## src/rtl/sps_pkg.sv

```systemverilog
package sps_pkg;

    // Step index width: eight half-step positions per electrical period
    localparam int unsigned IDX_W = 3;

    // Sequence start position and reset values
    localparam logic [2:0] IDX_START = 3'h0;
    localparam logic [3:0] GATES_OFF = 4'h0;
    localparam logic MODE_RESET = 1'h0;

    // Mode select levels
    localparam logic MODE_FULL = 1'h0;
    localparam logic MODE_HALF = 1'h1;

    // Direction select levels
    localparam logic DIR_FWD = 1'h0;
    localparam logic DIR_REV = 1'h1;

    // Index strides per step
    localparam logic [2:0] STRIDE_HALF = 3'h1;
    localparam logic [2:0] STRIDE_FULL = 3'h2;

    // Gate patterns per half-step index, bit 0 is the first phase gate
    localparam logic [3:0] PAT_0 = 4'h1;
    localparam logic [3:0] PAT_1 = 4'h3;
    localparam logic [3:0] PAT_2 = 4'h2;
    localparam logic [3:0] PAT_3 = 4'h6;
    localparam logic [3:0] PAT_4 = 4'h4;
    localparam logic [3:0] PAT_5 = 4'hc;
    localparam logic [3:0] PAT_6 = 4'h8;
    localparam logic [3:0] PAT_7 = 4'h9;

    // Host timing: least reset hold and least step pulse width
    localparam int unsigned CLK_HZ = 125_000_000;
    localparam int unsigned RESET_HOLD_US = 20;
    localparam int unsigned STEP_PULSE_US = 20;
    localparam int unsigned RESET_HOLD_CYC = (RESET_HOLD_US * (CLK_HZ / 1_000_000));
    localparam int unsigned STEP_PULSE_CYC = (STEP_PULSE_US * (CLK_HZ / 1_000_000));

    // Edge detector state
    typedef struct packed {
        logic prev;
    } sps_edge_state_type;

    // Sequencer state
    typedef struct packed {
        logic [2:0] idx;
        logic mode;
        logic [3:0] gates;
    } sps_seq_state_type;

endpackage

```

## src/rtl/sps_edge_detect.sv

```systemverilog
module sps_edge_detect (
    input wire logic clk_sys_i,
    input wire logic reset_n_i,
    input wire logic level_i,
    output logic rise_o
);

    sps_pkg::sps_edge_state_type state_ff;
    sps_pkg::sps_edge_state_type nxt_state;

    // Remember last level
    always_comb begin
        nxt_state = state_ff;
        nxt_state.prev = level_i;
    end

    always_ff @(posedge clk_sys_i) begin
        if (!reset_n_i) begin
            state_ff <= '0;
        end else begin
            state_ff <= nxt_state;
        end
    end

    // Pulse on low-to-high only; falls and steady levels give nothing
    assign rise_o = level_i & ~state_ff.prev;

endmodule

```

## src/rtl/sps_sequencer.sv

```systemverilog
// Operation
// - Phase state advances only on a rising step clock edge.
// - Mode select low gives 2-phase, high gives 1-2 phase stepping.
// - Direction select low steps forward, high steps in reverse order.
// - Device reset low holds sequencing in reset, all four gates off.
// - Reset acts on the low level, not on an edge.
// - After reset release the sequence starts with the first gate on.
// - In 1-2 phase mode some steps leave one winding undriven.
// - Mode select is sampled at the rising step clock edge.
module sps_sequencer (
    input wire logic clk_sys_i,
    input wire logic reset_n_i,
    input wire logic step_clock_i,
    input wire logic mode_select_i,
    input wire logic direction_select_i,
    input wire logic active_low_reset_n_i,
    output logic first_phase_gate_o,
    output logic second_phase_gate_o,
    output logic third_phase_gate_o,
    output logic fourth_phase_gate_o
);

    sps_pkg::sps_seq_state_type state_ff;
    sps_pkg::sps_seq_state_type nxt_state;
    logic step_rise;

    // Gate pattern of a half-step index
    function automatic logic [3:0] gate_pattern(input logic [2:0] idx);
        logic [3:0] pat;
        pat = sps_pkg::GATES_OFF;
        unique case (idx)
            3'h0: pat = sps_pkg::PAT_0;
            3'h1: pat = sps_pkg::PAT_1;
            3'h2: pat = sps_pkg::PAT_2;
            3'h3: pat = sps_pkg::PAT_3;
            3'h4: pat = sps_pkg::PAT_4;
            3'h5: pat = sps_pkg::PAT_5;
            3'h6: pat = sps_pkg::PAT_6;
            3'h7: pat = sps_pkg::PAT_7;
        endcase
        return pat;
    endfunction

    // Index shown in a mode: 2-phase always sits on a two-gate position
    function automatic logic [2:0] shown_index(input logic [2:0] idx, input logic mode);
        logic [2:0] res;
        res = (mode == sps_pkg::MODE_FULL) ? (idx | 3'h1) : idx;
        return res;
    endfunction

    // Step clock edge detector
    sps_edge_detect u_edge (
        .clk_sys_i(clk_sys_i),
        .reset_n_i(reset_n_i),
        .level_i(step_clock_i),
        .rise_o(step_rise)
    );

    // Next state: reset, step, or hold
    always_comb begin
        logic [2:0] base;
        logic [2:0] stride;
        nxt_state = state_ff;
        base = sps_pkg::IDX_START;
        stride = sps_pkg::STRIDE_HALF;
        if (!active_low_reset_n_i) begin
            nxt_state.idx = sps_pkg::IDX_START;
            nxt_state.mode = sps_pkg::MODE_RESET;
            nxt_state.gates = sps_pkg::GATES_OFF;
        end else begin
            if (step_rise) begin
                nxt_state.mode = mode_select_i;
                base = shown_index(state_ff.idx, mode_select_i);
                stride = (mode_select_i == sps_pkg::MODE_HALF) ? sps_pkg::STRIDE_HALF
                                                               : sps_pkg::STRIDE_FULL;
                if (direction_select_i == sps_pkg::DIR_FWD) begin
                    nxt_state.idx = base + stride;
                end else begin
                    nxt_state.idx = base - stride;
                end
            end
            // Start index 0 lights the first gate in either mode
            nxt_state.gates = gate_pattern(shown_index(nxt_state.idx, nxt_state.mode));
        end
    end

    always_ff @(posedge clk_sys_i) begin
        if (!reset_n_i) begin
            state_ff.idx <= sps_pkg::IDX_START;
            state_ff.mode <= sps_pkg::MODE_RESET;
            state_ff.gates <= sps_pkg::GATES_OFF;
        end else begin
            state_ff <= nxt_state;
        end
    end

    // Gate outputs straight from the state register
    assign first_phase_gate_o = state_ff.gates[0];
    assign second_phase_gate_o = state_ff.gates[1];
    assign third_phase_gate_o = state_ff.gates[2];
    assign fourth_phase_gate_o = state_ff.gates[3];

    // No step edge, no index change
    property p_no_edge_hold;
        @(posedge clk_sys_i) disable iff (!reset_n_i)
        (active_low_reset_n_i && !step_rise) |=> $stable(state_ff.idx);
    endproperty
    a_no_edge_hold: assert property (p_no_edge_hold) else $error("index moved without step edge");

    // Mode low gives two gates on after the step
    property p_full_two_gates;
        @(posedge clk_sys_i) disable iff (!reset_n_i)
        (active_low_reset_n_i && step_rise && !mode_select_i) ##1 active_low_reset_n_i
            |-> ##1 ($countones(state_ff.gates) == 2);
    endproperty
    a_full_two_gates: assert property (p_full_two_gates) else $error("2-phase step lacks two gates");

    // Forward half step adds one, reverse subtracts one
    property p_half_direction;
        @(posedge clk_sys_i) disable iff (!reset_n_i)
        (active_low_reset_n_i && step_rise && mode_select_i)
            |=> (state_ff.idx == ($past(direction_select_i) ? $past(state_ff.idx) - 3'h1
                                                            : $past(state_ff.idx) + 3'h1));
    endproperty
    a_half_direction: assert property (p_half_direction) else $error("half step went wrong way");

    // Device reset low forces gates off next cycle
    property p_reset_off;
        @(posedge clk_sys_i) disable iff (!reset_n_i)
        !active_low_reset_n_i |=> (state_ff.gates == 4'h0 && state_ff.idx == 3'h0);
    endproperty
    a_reset_off: assert property (p_reset_off) else $error("gates not off in device reset");

    // A held low level keeps gates off, ignoring step edges
    property p_reset_level;
        @(posedge clk_sys_i) disable iff (!reset_n_i)
        (!active_low_reset_n_i)[*3] |-> (state_ff.gates == 4'h0) && $stable(state_ff.mode);
    endproperty
    a_reset_level: assert property (p_reset_level) else $error("gates on while reset held low");

    // After release the first gate is on
    property p_release_first;
        @(posedge clk_sys_i) disable iff (!reset_n_i)
        ($rose(active_low_reset_n_i) && !step_rise) |=> first_phase_gate_o;
    endproperty
    a_release_first: assert property (p_release_first) else $error("first gate not on after release");

    // Half mode, even index: exactly one gate on
    property p_half_single;
        @(posedge clk_sys_i) disable iff (!reset_n_i)
        ($past(active_low_reset_n_i) && active_low_reset_n_i && state_ff.mode && !state_ff.idx[0])
            |-> ($countones(state_ff.gates) == 1);
    endproperty
    a_half_single: assert property (p_half_single) else $error("half mode single-gate step wrong");

    // Mode captured only at step edges
    property p_mode_sample;
        @(posedge clk_sys_i) disable iff (!reset_n_i)
        active_low_reset_n_i |=> (state_ff.mode == ($past(step_rise) ? $past(mode_select_i)
                                                                      : $past(state_ff.mode)));
    endproperty
    a_mode_sample: assert property (p_mode_sample) else $error("mode not sampled at step edge");

    // 2-phase shows two adjacent gates on, at any index
    property p_full_states;
        @(posedge clk_sys_i) disable iff (!reset_n_i)
        ($past(reset_n_i) && $past(active_low_reset_n_i) && active_low_reset_n_i && !state_ff.mode)
            |-> ($countones(state_ff.gates) == 2) && first_phase_gate_o != third_phase_gate_o;
    endproperty
    a_full_states: assert property (p_full_states) else $error("2-phase state not adjacent pair");

    // Every accepted step edge moves the index
    property p_step_moves;
        @(posedge clk_sys_i) disable iff (!reset_n_i)
        (active_low_reset_n_i && step_rise) |=> !$stable(state_ff.idx);
    endproperty
    a_step_moves: assert property (p_step_moves) else $error("step edge left index in place");

    // A falling step clock leaves the index alone
    property p_fall_hold;
        @(posedge clk_sys_i) disable iff (!reset_n_i)
        (active_low_reset_n_i && $fell(step_clock_i)) |=> $stable(state_ff.idx);
    endproperty
    a_fall_hold: assert property (p_fall_hold) else $error("index moved on falling step clock");

    // Without a step, level changes on the selects leave the gates as they are
    property p_gates_hold;
        @(posedge clk_sys_i) disable iff (!reset_n_i)
        ($past(reset_n_i) && $past(active_low_reset_n_i) && active_low_reset_n_i && !step_rise)
            |=> $stable(state_ff.gates);
    endproperty
    a_gates_hold: assert property (p_gates_hold) else $error("gates moved without step edge");

    // Forward 2-phase step adds two to the odd position, reverse subtracts two
    property p_full_direction;
        @(posedge clk_sys_i) disable iff (!reset_n_i)
        (active_low_reset_n_i && step_rise && !mode_select_i)
            |=> (state_ff.idx == ($past(direction_select_i) ? ($past(state_ff.idx) | 3'h1) - 3'h2
                                                            : ($past(state_ff.idx) | 3'h1) + 3'h2));
    endproperty
    a_full_direction: assert property (p_full_direction) else $error("full step went wrong way");

    // Half mode, odd index: two adjacent gates on
    property p_half_pairs;
        @(posedge clk_sys_i) disable iff (!reset_n_i)
        ($past(reset_n_i) && $past(active_low_reset_n_i) && active_low_reset_n_i && state_ff.mode && state_ff.idx[0])
            |-> ($countones(state_ff.gates) == 2);
    endproperty
    a_half_pairs: assert property (p_half_pairs) else $error("half mode two-gate step wrong");

    // Device reset returns the mode to 2-phase for a clean restart
    property p_reset_mode;
        @(posedge clk_sys_i) disable iff (!reset_n_i)
        !active_low_reset_n_i |=> (state_ff.mode == sps_pkg::MODE_FULL);
    endproperty
    a_reset_mode: assert property (p_reset_mode) else $error("mode not 2-phase after device reset");

    // Release shows the first gate with its neighbour, nothing else
    property p_release_pair;
        @(posedge clk_sys_i) disable iff (!reset_n_i)
        ($rose(active_low_reset_n_i) && !step_rise)
            |=> (first_phase_gate_o && second_phase_gate_o && !third_phase_gate_o && !fourth_phase_gate_o);
    endproperty
    a_release_pair: assert property (p_release_pair) else $error("wrong gates after release");

    // Chip reset also cuts all gates
    property p_chip_reset_off;
        @(posedge clk_sys_i)
        !reset_n_i |=> (state_ff.gates == sps_pkg::GATES_OFF);
    endproperty
    a_chip_reset_off: assert property (p_chip_reset_off) else $error("gates on during chip reset");

endmodule

```

## config.mk

```make
export PLATFORM = sky130hd
export DESIGN_NAME = sps_sequencer
export DESIGN_NICKNAME = d
export VERILOG_FILES = /design/src/rtl/sps_pkg.sv /design/src/rtl/sps_edge_detect.sv /design/src/rtl/sps_sequencer.sv
export SDC_FILE = /design/constraint.sdc
export NUM_CORES = 1
export LEC_CHECK = 0
export BUFFER_PORTS_ARGS = -buffer_cell sky130_fd_sc_hd__buf_2
export CORE_MARGIN = 8
export CORE_UTILIZATION = 30
export DETAILED_ROUTE_END_ITERATION = 16
export HOLD_SLACK_MARGIN = 0.1
export PLACE_DENSITY = 0.53
export REMOVE_ABC_BUFFERS = 1
export SKIP_CTS_REPAIR_TIMING = 1
export SLEW_MARGIN = 20
export SYNTH_ARGS = -nofsm -noshare
export SYNTH_HDL_FRONTEND = slang
export SYNTH_HIERARCHICAL = 1
export SYNTH_SLANG_ARGS = --single-unit
```

## constraint.sdc

```tcl
create_clock -name clk_sys_i -period 1.8 [get_ports clk_sys_i]
set_input_delay 0.36 -clock clk_sys_i [delete_from_list [all_inputs] [get_ports clk_sys_i]]
set_output_delay 0.36 -clock clk_sys_i [all_outputs]
set_load 0.05 [all_outputs]
```

Word-level counts from Yosys, hierarchy flattened
Memory sizes are Yosys's and may differ from the RTL's. A register that Yosys moved wholly into a read port is not among the register bits.
Cells that the tools add are included.
{"block": "totals", "reg_bits": 5, "romBits": 32, "input_bits": 6, "out_inout_bits": 4, "wordCells": 16, "mem_count": 1}
{"block": "op_classes", "addsub": 2, "n_mux": 6, "bitwise_logic": 2, "n_reduce_logical": 2}
{"memory": "(no name shown)", "depth": 8, "width": 4, "rd": 1, "rd_clocked_by_memory_dff": 1, "wr": 0, "line_no": "sps_sequencer.sv:31", "text": "unique case (idx)"}
{"op": "$mux 4", "count": 2}
{"op": "$add 3x2->3", "count": 1}
{"op": "$mux 3", "count": 1}
{"op": "$sub 3x2->3", "count": 1}
{"op": "$mux 1", "count": 2}
{"op": "$mux 2", "count": 1}
{"op": "$reduce_and 2->1", "count": 1}
{"op": "$and 1x1->1", "count": 1}
{"op": "$logic_not 1->1", "count": 1}
{"op": "$not 1->1", "count": 1}

Depth between registers and ports, before layout
Gate-level depths: netlist of run 1.
{"block": "depth", "word_depth": 6, "depth_mapped": 6, "depth_no_buf": 6}

By module
Netlist of run 1, hierarchy kept.
{"module": "sps_sequencer", "n_inst": 1, "cells_per_inst": 38, "area_each_um2": 361.6, "seq_area_each_um2": 160.2}
{"module": "sps_edge_detect", "n_inst": 1, "cells_per_inst": 3, "area_each_um2": 40.0, "seq_area_each_um2": 20.0}

Worst setup path after synthesis of run 1
OpenSTA, ideal clock, no wires.
{"block": "synth_path", "path_type": "input port to flip-flop", "start": "in mode_select_i", "end": "reg first_phase_gate_o (netlist name)", "setup_time_ns": 0.072, "arrival_ns": 1.493, "required_time_ns": 1.728, "path_slack_ns": 0.236, "path_stages": 6, "path_cell_list": "nor2b_1 fa_1 xnor2_1 nand2_1 xor2_2 mux2i_1"}
{"block": "synth_via", "elab_chain_len": 6, "elab_cells_between_ends": 8, "classes_between": "add/sub (2); mux (6)"}
{"element": "start: declaration", "line_no": "sps_sequencer.sv:14", "text": "input wire logic mode_select_i,"}
{"element": "$mux 1 or $mux 2 (tied branches)", "line_no": "sps_sequencer.sv:47, sps_sequencer.sv:74"}
{"element": "$add 3x2->3 or $sub 3x2->3 (tied branches)", "line_no": "sps_sequencer.sv:77, sps_sequencer.sv:79"}
{"element": "$mux 3", "line_no": "sps_sequencer.sv:76", "text": "if (direction_select_i == sps_pkg::DIR_FWD) begin"}
{"element": "$mux 4 (*)", "line_no": "sps_sequencer.sv:71", "text": "if (step_rise) begin"}
{"element": "$mux 4 (*)", "line_no": "sps_sequencer.sv:66", "text": "if (!active_low_reset_n_i) begin"}
{"element": "$mux 1", "line_no": "sps_sequencer.sv:47", "text": "res = (mode == sps_pkg::MODE_FULL) ? (idx | 3'h1) : idx;"}
Every way passes the cells marked *; elsewhere a longest branch is shown, timed or not. The select of a mux whose other input is x is not followed.
A chain may end at the register's enable or synchronous reset.

Final worst setup path of run 1
{"block": "layout_path", "start": "reg state_ff[6] (netlist bit)", "end": "reg state_ff[7] (netlist bit)"}
{"block": "layout_via", "elab_chain_len": 4, "elab_cells_between_ends": 5, "classes_between": "add/sub (2); mux (3)"}
{"element": "start: declaration", "line_no": "sps_sequencer.sv:23", "text": "sps_pkg::sps_seq_state_type state_ff;"}
{"element": "start signal: assignment", "line_no": "sps_sequencer.sv:93", "text": "state_ff <= nxt_state;"}
{"element": "$add 3x2->3 or $sub 3x2->3 (tied branches)", "line_no": "sps_sequencer.sv:77, sps_sequencer.sv:79"}
{"element": "$mux 3 (*)", "line_no": "sps_sequencer.sv:76"}
{"element": "$mux 4 (*)", "line_no": "sps_sequencer.sv:71"}
{"element": "$mux 4 (*)", "line_no": "sps_sequencer.sv:66"}
Marks and branches as above.

==> out/metrics.csv, run 1 <==
stage,metric,value,unit
clocking,largest buffer count on any clock path,2,
clocking,"CTS clk-pin slew, worst paths",0.06,ns
timing,Slew Limit Fails,0,
clocking,Worst-Skew Late Latency,0.25,ns
finish,area of the multi-input gates,213,um^2
synth,synthesized instance count,41,
setup_path,critical path class,reg -> reg,
finish,n_diodes,0,
floorplan,Core Region,0.00127,mm^2
power,net switching power,0.123,mW
timing,Finish-stage setup viols,0,
power,Lkg Pwr,0.245,nW
placed_design,Post-DP Area,473,um^2
finish,Post-Layout Cell Count,71,
placed_design,GP Congestion,0.686,
global_routing,vias in the first global route,301,
timing,Max Clk Rate,0.618,GHz
power,Peak VDD IR,0.367,mV
setup_path,"CP delay by family, top",XOR/XNOR gates,
finish,Filler cells,144,
route,Vias/cell,4.45,
floorplan,die width,52.6,um
power,PD cells,892,mW/mm^2
power,Flop pwr share,0.472,
clocking,Sink Count,9,
clocking,CTS tree,built,
floorplan,floorplan row count,13,
floorplan,Die ar.,0.00277,mm^2
finish,most frequent cells in the layout,"9 x buf_2, 7 x dfxtp_1, 5 x nor2_1",
flow_run,Max Cap Violations,0,
setup_path,Worst path max stage delay,0.38,ns
timing,final hold violation count,0,
setup_path,crit path DAT,1.76,ns
timing,Period minus WS final,1.62,ns
worst_hold_path,Worst Hold Class,in -> reg,
timing,RSZ-0062 raised after global routing,false,
synth,Synth Register Bits,9,
clocking,Num CTS Buffers,3,
power,Pwr Total,0.457,mW
setup_path,Slowest cell on crit path,fa_2,
floorplan,Initial Util,0.317,
route,DRT Wirelength,706,um
placed_design,dpl cells,66,
global_routing,Overflow after GRT,0,
setup_path,Setup crit end kind,flip-flop,
timing,Slew HR,0.826,
finish,"Design Area, Final",512,um^2
placed_design,dpl ws,-0.00544,ns
route,DR pass1 iterations,2,
synth,"Seq/Total Area, Yosys",0.449,
setup_path,Critical Path Start Type,flip-flop,
finish,Final nets,64,
route,WL/cell,9.94,um
power,Internal Power,0.334,mW
route,Residual DRC,0,
route,DRT iter0 DRCs,3,
clocking,H-tree depth,1,
power,Comb power frac,0.205,
synth,yosys warns,6,
power,Clock Power Share,0.323,
setup_path,Crit Path Max Fanout,5,
synth,Mapped Avg Cell Area,9.80,um^2
global_routing,global-route wire length before repair,1250,um
power,sw frac,0.269,
floorplan,die height,52.6,um
route,Antenna Violating Nets Remaining,0,
setup_path,CP bufs+invs,2,
global_routing,initial antenna violation count,0,
finish,share of layout cells above drive strength 1,0.375,
finish,"commonest non-fill, non-tap cell in the layout",buf_2,
setup_path,worst path cell trace,inv_1 -> fa_2 -> xnor2_1 -> nand2_1 -> xor2_2 -> buf_4 -> nor2_1,
run_status,status,"complete, no violations",
timing,post-route setup slack,0.182,ns
timing,fin crit share,0.899,
synth,synthesized area,402,um^2
finish,Reg area,183,um^2
setup_path,"Data required, critical path",1.95,ns
synth,synth unique cells,19,
clocking,Root Driver,clkbuf_4,
timing,worst slew pin tran,0.261,ns
route,Vias,316,
global_routing,GRT Resource Usage Total,0.0637,
global_routing,largest net degree at the start of global routing,8,
floorplan,IO Pins,10,
finish,Area Growth Syn to Fin,27.4,%
placed_design,PortBufs,9,
timing,clock skew,0.00184,ns
## logic make-up after synthesis
logic type / synth area share
AND/OR/NAND/NOR: 0.262
flip-flops: 0.449
AO/OA/AOI/OAI: 0.0748
buffers and inverters: 0.0280
multiplexers: 0.0748
XOR/XNOR: 0.0623
adder cells (fa/ha/maj): 0.0498
## state kept, by name (all words and copies together), names as in the netlist
register,flops
third_phase_gate_o,1
fourth_phase_gate_o,1
first_phase_gate_o,1
state_ff,4
u_edge/state_ff,1
second_phase_gate_o,1
## cell type report
cell class	count	area share
flip-flops and latches	9	0.357
well taps	15	0.0367
multi-input cells	29	0.416
clock buffers	4	0.0513
inverters	3	0.0220
repair buffers	11	0.117
## per-layer routing
metal | GRT usage | part of all wire
met1 | 0.0676 | 0.41
met2 | 0.0830 | 0.47
met3 | 0.0540 | 0.12
met4 | 0.0388 | 0
met5 | 0 | 0
## cell usage after synthesis
cell | n | share of area
nand2b_1 | 1 | 0.016
mux2i_1 | 3 | 0.075
nand3_1 | 2 | 0.025
dfxtp_1 | 9 | 0.45
fa_1 | 1 | 0.050
a21oi_1 | 2 | 0.025
nor2_1 | 5 | 0.047
nor3_1 | 1 | 0.012
nor2b_4 | 1 | 0.034
xnor2_1 | 1 | 0.022
nand2_1 | 3 | 0.028
a22o_2 | 1 | 0.025
and3_1 | 1 | 0.016
a221o_1 | 1 | 0.025
nor2b_1 | 2 | 0.031
inv_1 | 3 | 0.028
and2_1 | 2 | 0.031
and2b_2 | 1 | 0.022
xor2_2 | 1 | 0.041
## path summary, 6_finish.rpt
path / slack (ns) / from / endpoint / cells past startpoint
min reg2reg: 0.52 / state_ff[4] / state_ff[4] / 2
min: 0.33 / step_clock_i / u_edge/state_ff / 2
max: 0.18 / state_ff[6] / state_ff[7] / 7
max reg2reg: 0.18 / state_ff[6] / state_ff[7] / 7
## through the flow
step           utilization  hold slack (ns)  setup TNS (ns)
2_1_floorplan            -            0.477               0
3_3_place_gp         0.373            0.503               0
3_5_place_dp         0.373            0.517        -0.00544
4_1_cts              0.393            0.324               0
5_1_grt              0.403            0.330               0
6_report             0.403            0.332               0
## power groups by stage
stage | combinational, mW | sequential (mW) | clock (mW)
final | 0.0937 | 0.216 | 0.147
after global routing | 0.104 | 0.217 | 0.174
after detailed placement | 0.0903 | 0.220 | 0
after global placement | 0.0897 | 0.220 | 0
after floorplan | 0.0444 | 0.242 | 0
after CTS | 0.0904 | 0.215 | 0.159
No activity file was read; power rests on OpenSTA's default activity.
==> run 2: changes to the inputs <==
Settings changed: CORE_AREA from default to 8 8 45 47, CORE_MARGIN 8 to default, CORE_UTILIZATION 30 to default, DIE_AREA from default to 0 0 53 55.
Clock period 1.8 ns to 1.7 ns, I/O delays scaled along.
==> out/metrics.csv, run 2 (synthesis gave the netlist of run 1 again) <==
stage,metric,value,unit,change
floorplan,IO Pins,10,,unchanged
setup_path,crit path DAT,1.76,ns,about the same
floorplan,Core Region,0.00138,mm^2,+9.1%
setup_path,Setup crit end kind,flip-flop,,
setup_path,Slowest cell on crit path,fa_2,,
timing,Max Clk Rate,0.634,GHz,+2.7%
route,WL/cell,10.4,um,+4.6%
clocking,largest buffer count on any clock path,2,,unchanged
clocking,"CTS clk-pin slew, worst paths",0.06,ns,about the same
clocking,Root Driver,clkbuf_4,,
timing,final hold slack,0.298,ns,-0.0342 ns
timing,Period minus WS final,1.58,ns,-0.0419 ns
setup_path,worst setup path startpoint,state_ff[6],,
finish,"Design Area, Final",548,um^2,+7.1%
setup_path,"Data required, critical path",1.88,ns,-0.07 ns
flow_run,Max Cap Violations,0,,unchanged
timing,setup_tns,0,ns,unchanged
placed_design,Post-DP Area,497,um^2,+5.0%
finish,"commonest non-fill, non-tap cell in the layout",buf_2,,
floorplan,die height,55,um,+4.6%
clocking,H-tree depth,1,,unchanged
timing,worst slew pin tran,0.249,ns,-0.0111 ns
clocking,CTS tree,built,,
placed_design,GP Congestion,0.707,,+2.9%
floorplan,Die ar.,0.00292,mm^2,+5.4%
setup_path,CP bufs+invs,1,,-1
setup_path,"CP delay by family, top",XOR/XNOR gates,,
setup_path,Crit Path Max Fanout,5,,unchanged
finish,largest reg by FF count,state_ff,,
finish,Post-Layout Cell Count,74,,+4.2%
global_routing,Overflow after GRT,0,,unchanged
power,PD cells,916,mW/mm^2,+2.7%
global_routing,GRT Resource Usage Total,0.0653,,+0.00168
placed_design,PortBufs,9,,unchanged
timing,Slew Limit Fails,0,,unchanged
global_routing,largest net degree at the start of global routing,8,,unchanged
setup_path,CP Capture Point,third_phase_gate_o,,
floorplan,Initial Util,0.290,,-0.0263
floorplan,die width,53,um,+0.78%
route,Vias,327,,+3.5%
finish,most frequent cells in the layout,"9 x buf_2, 8 x dfxtp_1, 5 x nor2_1",,
setup_path,worst path cell trace,inv_1 -> fa_2 -> xnor2_2 -> nand2_2 -> xor2_4 -> mux2i_1,,
clocking,Num CTS Buffers,3,,unchanged
global_routing,global-route wire length before repair,1320,um,+6.1%
placed_design,dpl cells,70,,+6.1%
route,DRT iter0 DRCs,6,,+3
global_routing,initial antenna violation count,0,,unchanged
route,Antenna Violating Nets Remaining,0,,unchanged
timing,final hold violation count,0,,unchanged
finish,max reg flops,4,,unchanged
clocking,Sink Count,9,,unchanged
setup_path,Critical Path Start Type,flip-flop,,
route,Residual DRC,0,,unchanged
route,DRT Wirelength,770,um,+9.1%
placed_design,dpl ws,-0.106,ns,-0.101 ns
run_status,status,"complete, no violations",,
timing,Slew HR,0.835,,+0.00870
timing,fin crit share,0.927,,+0.0282
timing,Finish-stage setup viols,0,,unchanged
finish,share of layout cells above drive strength 1,0.414,,+0.0388
power,Peak VDD IR,0.414,mV,+13%
floorplan,floorplan row count,14,,+1
timing,post-route setup slack,0.124,ns,-0.0581 ns
clocking,Worst-Skew Late Latency,0.26,ns,about the same
finish,Final nets,66,,+3.1%
setup_path,Worst path max stage delay,0.39,ns,about the same
route,Vias/cell,4.42,,-0.71%
route,DR pass1 iterations,4,,+2
timing,clock skew,0.000449,ns,-0.00139 ns
setup_path,critical path class,reg -> reg,,
setup_path,reg2reg setup slack,0.12,ns,-0.06 ns
setup_path,R2R cell count,6,,-1
setup_path,Crit path depth,6,,-1
setup_path,FF-to-FF End,third_phase_gate_o,,
global_routing,vias in the first global route,334,,+11%
worst_hold_path,Worst Hold Class,in -> reg,,
finish,n_diodes,0,,unchanged
power,Lkg Pwr,0.264,nW,+7.7%
timing,RSZ-0062 raised after global routing,false,,
finish,Area Growth Syn to Fin,36.4,%,
setup_path,R2R Path Start,state_ff[6],,
## run 2: final cells by class
| class | count | area [um^2] |
|---|---|---|
| fill | 142 | 836 |
| multi-input combinational | 29 | 234 |
| sequential | 9 | 181 |
| inverter | 3 | 11.3 |
| clock buffer | 4 | 26.3 |
| timing repair buffer | 13 | 75.1 |
| tap | 16 | 20.0 |
## run 2: power breakdown
| group | internal (mW) | switching (mW) | total (mW) |
|---|---|---|---|
| sequential | 0.223 | 0.00483 | 0.228 |
| clock | 0.0905 | 0.0745 | 0.165 |
| combinational | 0.0459 | 0.0637 | 0.110 |
| total | 0.359 | 0.143 | 0.502 |
## run 2: worst min-delay path by stage
stage / start / endpoint / slack [ns] / depth (start not counted)
finish: step_clock_i / u_edge/state_ff / 0.30 / 2
global route: step_clock_i / u_edge/state_ff / 0.30 / 2
CTS: step_clock_i / u_edge/state_ff / 0.29 / 2
detailed placement: state_ff[4] / state_ff[4] / 0.52 / 2
global placement: state_ff[4] / state_ff[4] / 0.51 / 2
floorplan: step_clock_i / u_edge/state_ff / 0.46 / 1
## run 2: layer usage
metal / track usage / up-vias / routed length (um)
met5: 0 / - / 0
met4: 0.0388 / 0 / 10
met3: 0.0401 / 2 / 60
met2: 0.104 / 10 / 357
met1: 0.0647 / 148 / 341
li1: - / 167 / -
## run 2: metrics by stage
step	power (mW)	utilization
3_3_place_gp	0.332	0.359
3_5_place_dp	0.334	0.359
5_1_grt	0.544	0.396
4_1_cts	0.502	0.378
6_report	0.502	0.396
2_1_floorplan	0.303	-
==> run 3: changes to the inputs <==
Settings changed: BUFFER_PORTS_ARGS -buffer_cell sky130_fd_sc_hd__buf_2 to -buffer_cell sky130_fd_sc_hd__buf_4.
==> out/metrics.csv, run 3 (synthesis gave the netlist of run 1 again) <==
stage,metric,value,unit,change
clocking,largest buffer count on any clock path,2,,unchanged
floorplan,floorplan row count,14,,unchanged
route,Residual DRC,0,,unchanged
placed_design,GP Congestion,0.697,,-1.4%
timing,Slew HR,0.829,,-0.00579
clocking,"CTS clk-pin slew, worst paths",0.07,ns,about the same
global_routing,GR Util met1,0.0678,,+0.00308
route,WL/cell,10.6,um,+1.9%
timing,RSZ-0062 raised after global routing,false,,
route,DRT iter0 DRCs,8,,+2
global_routing,global routing met3 resource utilization,0.0428,,+0.00267
finish,share of layout cells above drive strength 1,0.404,,-0.0103
floorplan,Die ar.,0.00292,mm^2,unchanged
route,DRT Wirelength,774,um,+0.52%
clocking,Sink Count,9,,unchanged
global_routing,global-route wire length before repair,1300,um,-1.5%
timing,worst slew pin tran,0.256,ns,+0.00675 ns
timing,fin crit share,0.933,,+0.00592
finish,Filler cells,141,,-0.70%
finish,Final nets,65,,-1.5%
global_routing,met2 usage,0.0898,,-0.0137
finish,n_diodes,0,,unchanged
setup_path,"CP delay by family, top",XOR/XNOR gates,,
finish,most frequent cells in the layout,"12 x buf_4, 8 x dfxtp_1, 5 x nor2_1",,
global_routing,Overflow after GRT,0,,unchanged
finish,largest reg by FF count,state_ff,,
floorplan,die width,53,um,unchanged
timing,Period minus WS final,1.59,ns,+0.0101 ns
clocking,CTS tree,built,,
flow_run,Max Cap Violations,0,,unchanged
timing,clock skew,0.00684,ns,+0.00639 ns
timing,Finish-stage setup viols,0,,unchanged
floorplan,die height,55,um,unchanged
clocking,H-tree depth,1,,unchanged
timing,Max Clk Rate,0.630,GHz,-0.63%
placed_design,dpl cells,69,,-1.4%
setup_path,Crit Path Max Fanout,5,,unchanged
finish,max reg flops,4,,unchanged
global_routing,GRT Resource Usage Total,0.0664,,+0.00110
finish,"commonest non-fill, non-tap cell in the layout",buf_4,,
finish,area of the multi-input gates,220,um^2,-5.9%
worst_hold_path,Worst Hold Class,in -> reg,,
route,DR pass1 iterations,4,,unchanged
setup_path,Setup crit end kind,flip-flop,,
floorplan,Initial Util,0.290,,unchanged
floorplan,IO Pins,10,,unchanged
setup_path,critical path class,reg -> reg,,
global_routing,initial antenna violation count,0,,unchanged
clocking,Root Driver,clkbuf_4,,
global_routing,largest net degree at the start of global routing,8,,unchanged
global_routing,GR peak layer,met2,,
route,Vias/cell,4.48,,+1.4%
placed_design,PortBufs,9,,unchanged
global_routing,vias in the first global route,316,,-5.4%
finish,Reg area,181,um^2,unchanged
setup_path,Worst path max stage delay,0.40,ns,about the same
timing,Slew Limit Fails,0,,unchanged
power,Lkg Pwr,0.264,nW,about the same
clocking,Worst-Skew Late Latency,0.26,ns,about the same
power,Peak VDD IR,0.380,mV,-8.1%
setup_path,"Data required, critical path",1.90,ns,+0.02 ns
route,Antenna Violating Nets Remaining,0,,unchanged
setup_path,Critical Path Start Type,flip-flop,,
route,Vias,327,,unchanged
power,PD cells,919,mW/mm^2,+0.32%
setup_path,worst path cell trace,inv_1 -> fa_2 -> xnor2_2 -> nand2_1 -> xor2_2 -> mux2i_1,,
timing,final hold violation count,0,,unchanged
setup_path,Slowest cell on crit path,fa_2,,
timing,setup_tns,0,ns,unchanged
run_status,status,"complete, no violations",,
setup_path,crit path DAT,1.78,ns,+0.02 ns
placed_design,DP HPWL,615,um,
floorplan,Core Region,0.00138,mm^2,unchanged
clocking,Num CTS Buffers,3,,unchanged
finish,Post-Layout Cell Count,73,,-1.4%
setup_path,CP bufs+invs,1,,unchanged
finish,Area Growth Syn to Fin,37.1,%,
## run 3: cell types whose count changed in the layout (fill, tap and decap cells not counted), sizes merged
cell    previous run  this run
clkbuf             4         3
buf               13        12
clkinv             0         1
## run 3: stage by stage
step	total power, mW	setup WS (ns)	instance area [um^2]	hold WS (ns)	util
finish	0.506	0.113	551	0.291	0.398
global route	0.549	0.0160	551	0.263	0.398
CTS	0.515	0.0590	539	0.278	0.390
detailed placement	0.339	-0.0693	512	0.510	0.370
global placement	0.338	-0.0859	512	0.510	0.370
floorplan	0.303	0.156	402	0.462	-
## run 3: metal layers
layer | wire length [um] | up-vias
li1 | - | 168
met1 | 332 | 143
met2 | 363 | 12
met3 | 64 | 4
met4 | 14 | 0
met5 | 0 | -
## run 3: final timing paths
kind,start,endpoint,slack (ns),depth (start not counted)
max,state_ff[6],third_phase_gate_o,0.11,6
min reg2reg,state_ff[4],state_ff[4],0.53,2
max reg2reg,state_ff[6],third_phase_gate_o,0.11,6
min,step_clock_i,u_edge/state_ff,0.29,2
## run 3: layout make-up
class / instances / area share
clock buffers: 3 / 0.0409
flip-flops and latches: 9 / 0.330
multi-input cells: 29 / 0.400
repair buffers: 12 / 0.164
well taps: 16 / 0.0364
inverters: 3 / 0.0205
clock inverters: 1 / 0.00909
## run 3: where the power goes
group / internal (mW) / switching, mW / total, mW
clock: 0.0869 / 0.0815 / 0.168
combinational: 0.0493 / 0.0607 / 0.110
sequential: 0.223 / 0.00494 / 0.228
total: 0.359 / 0.147 / 0.506
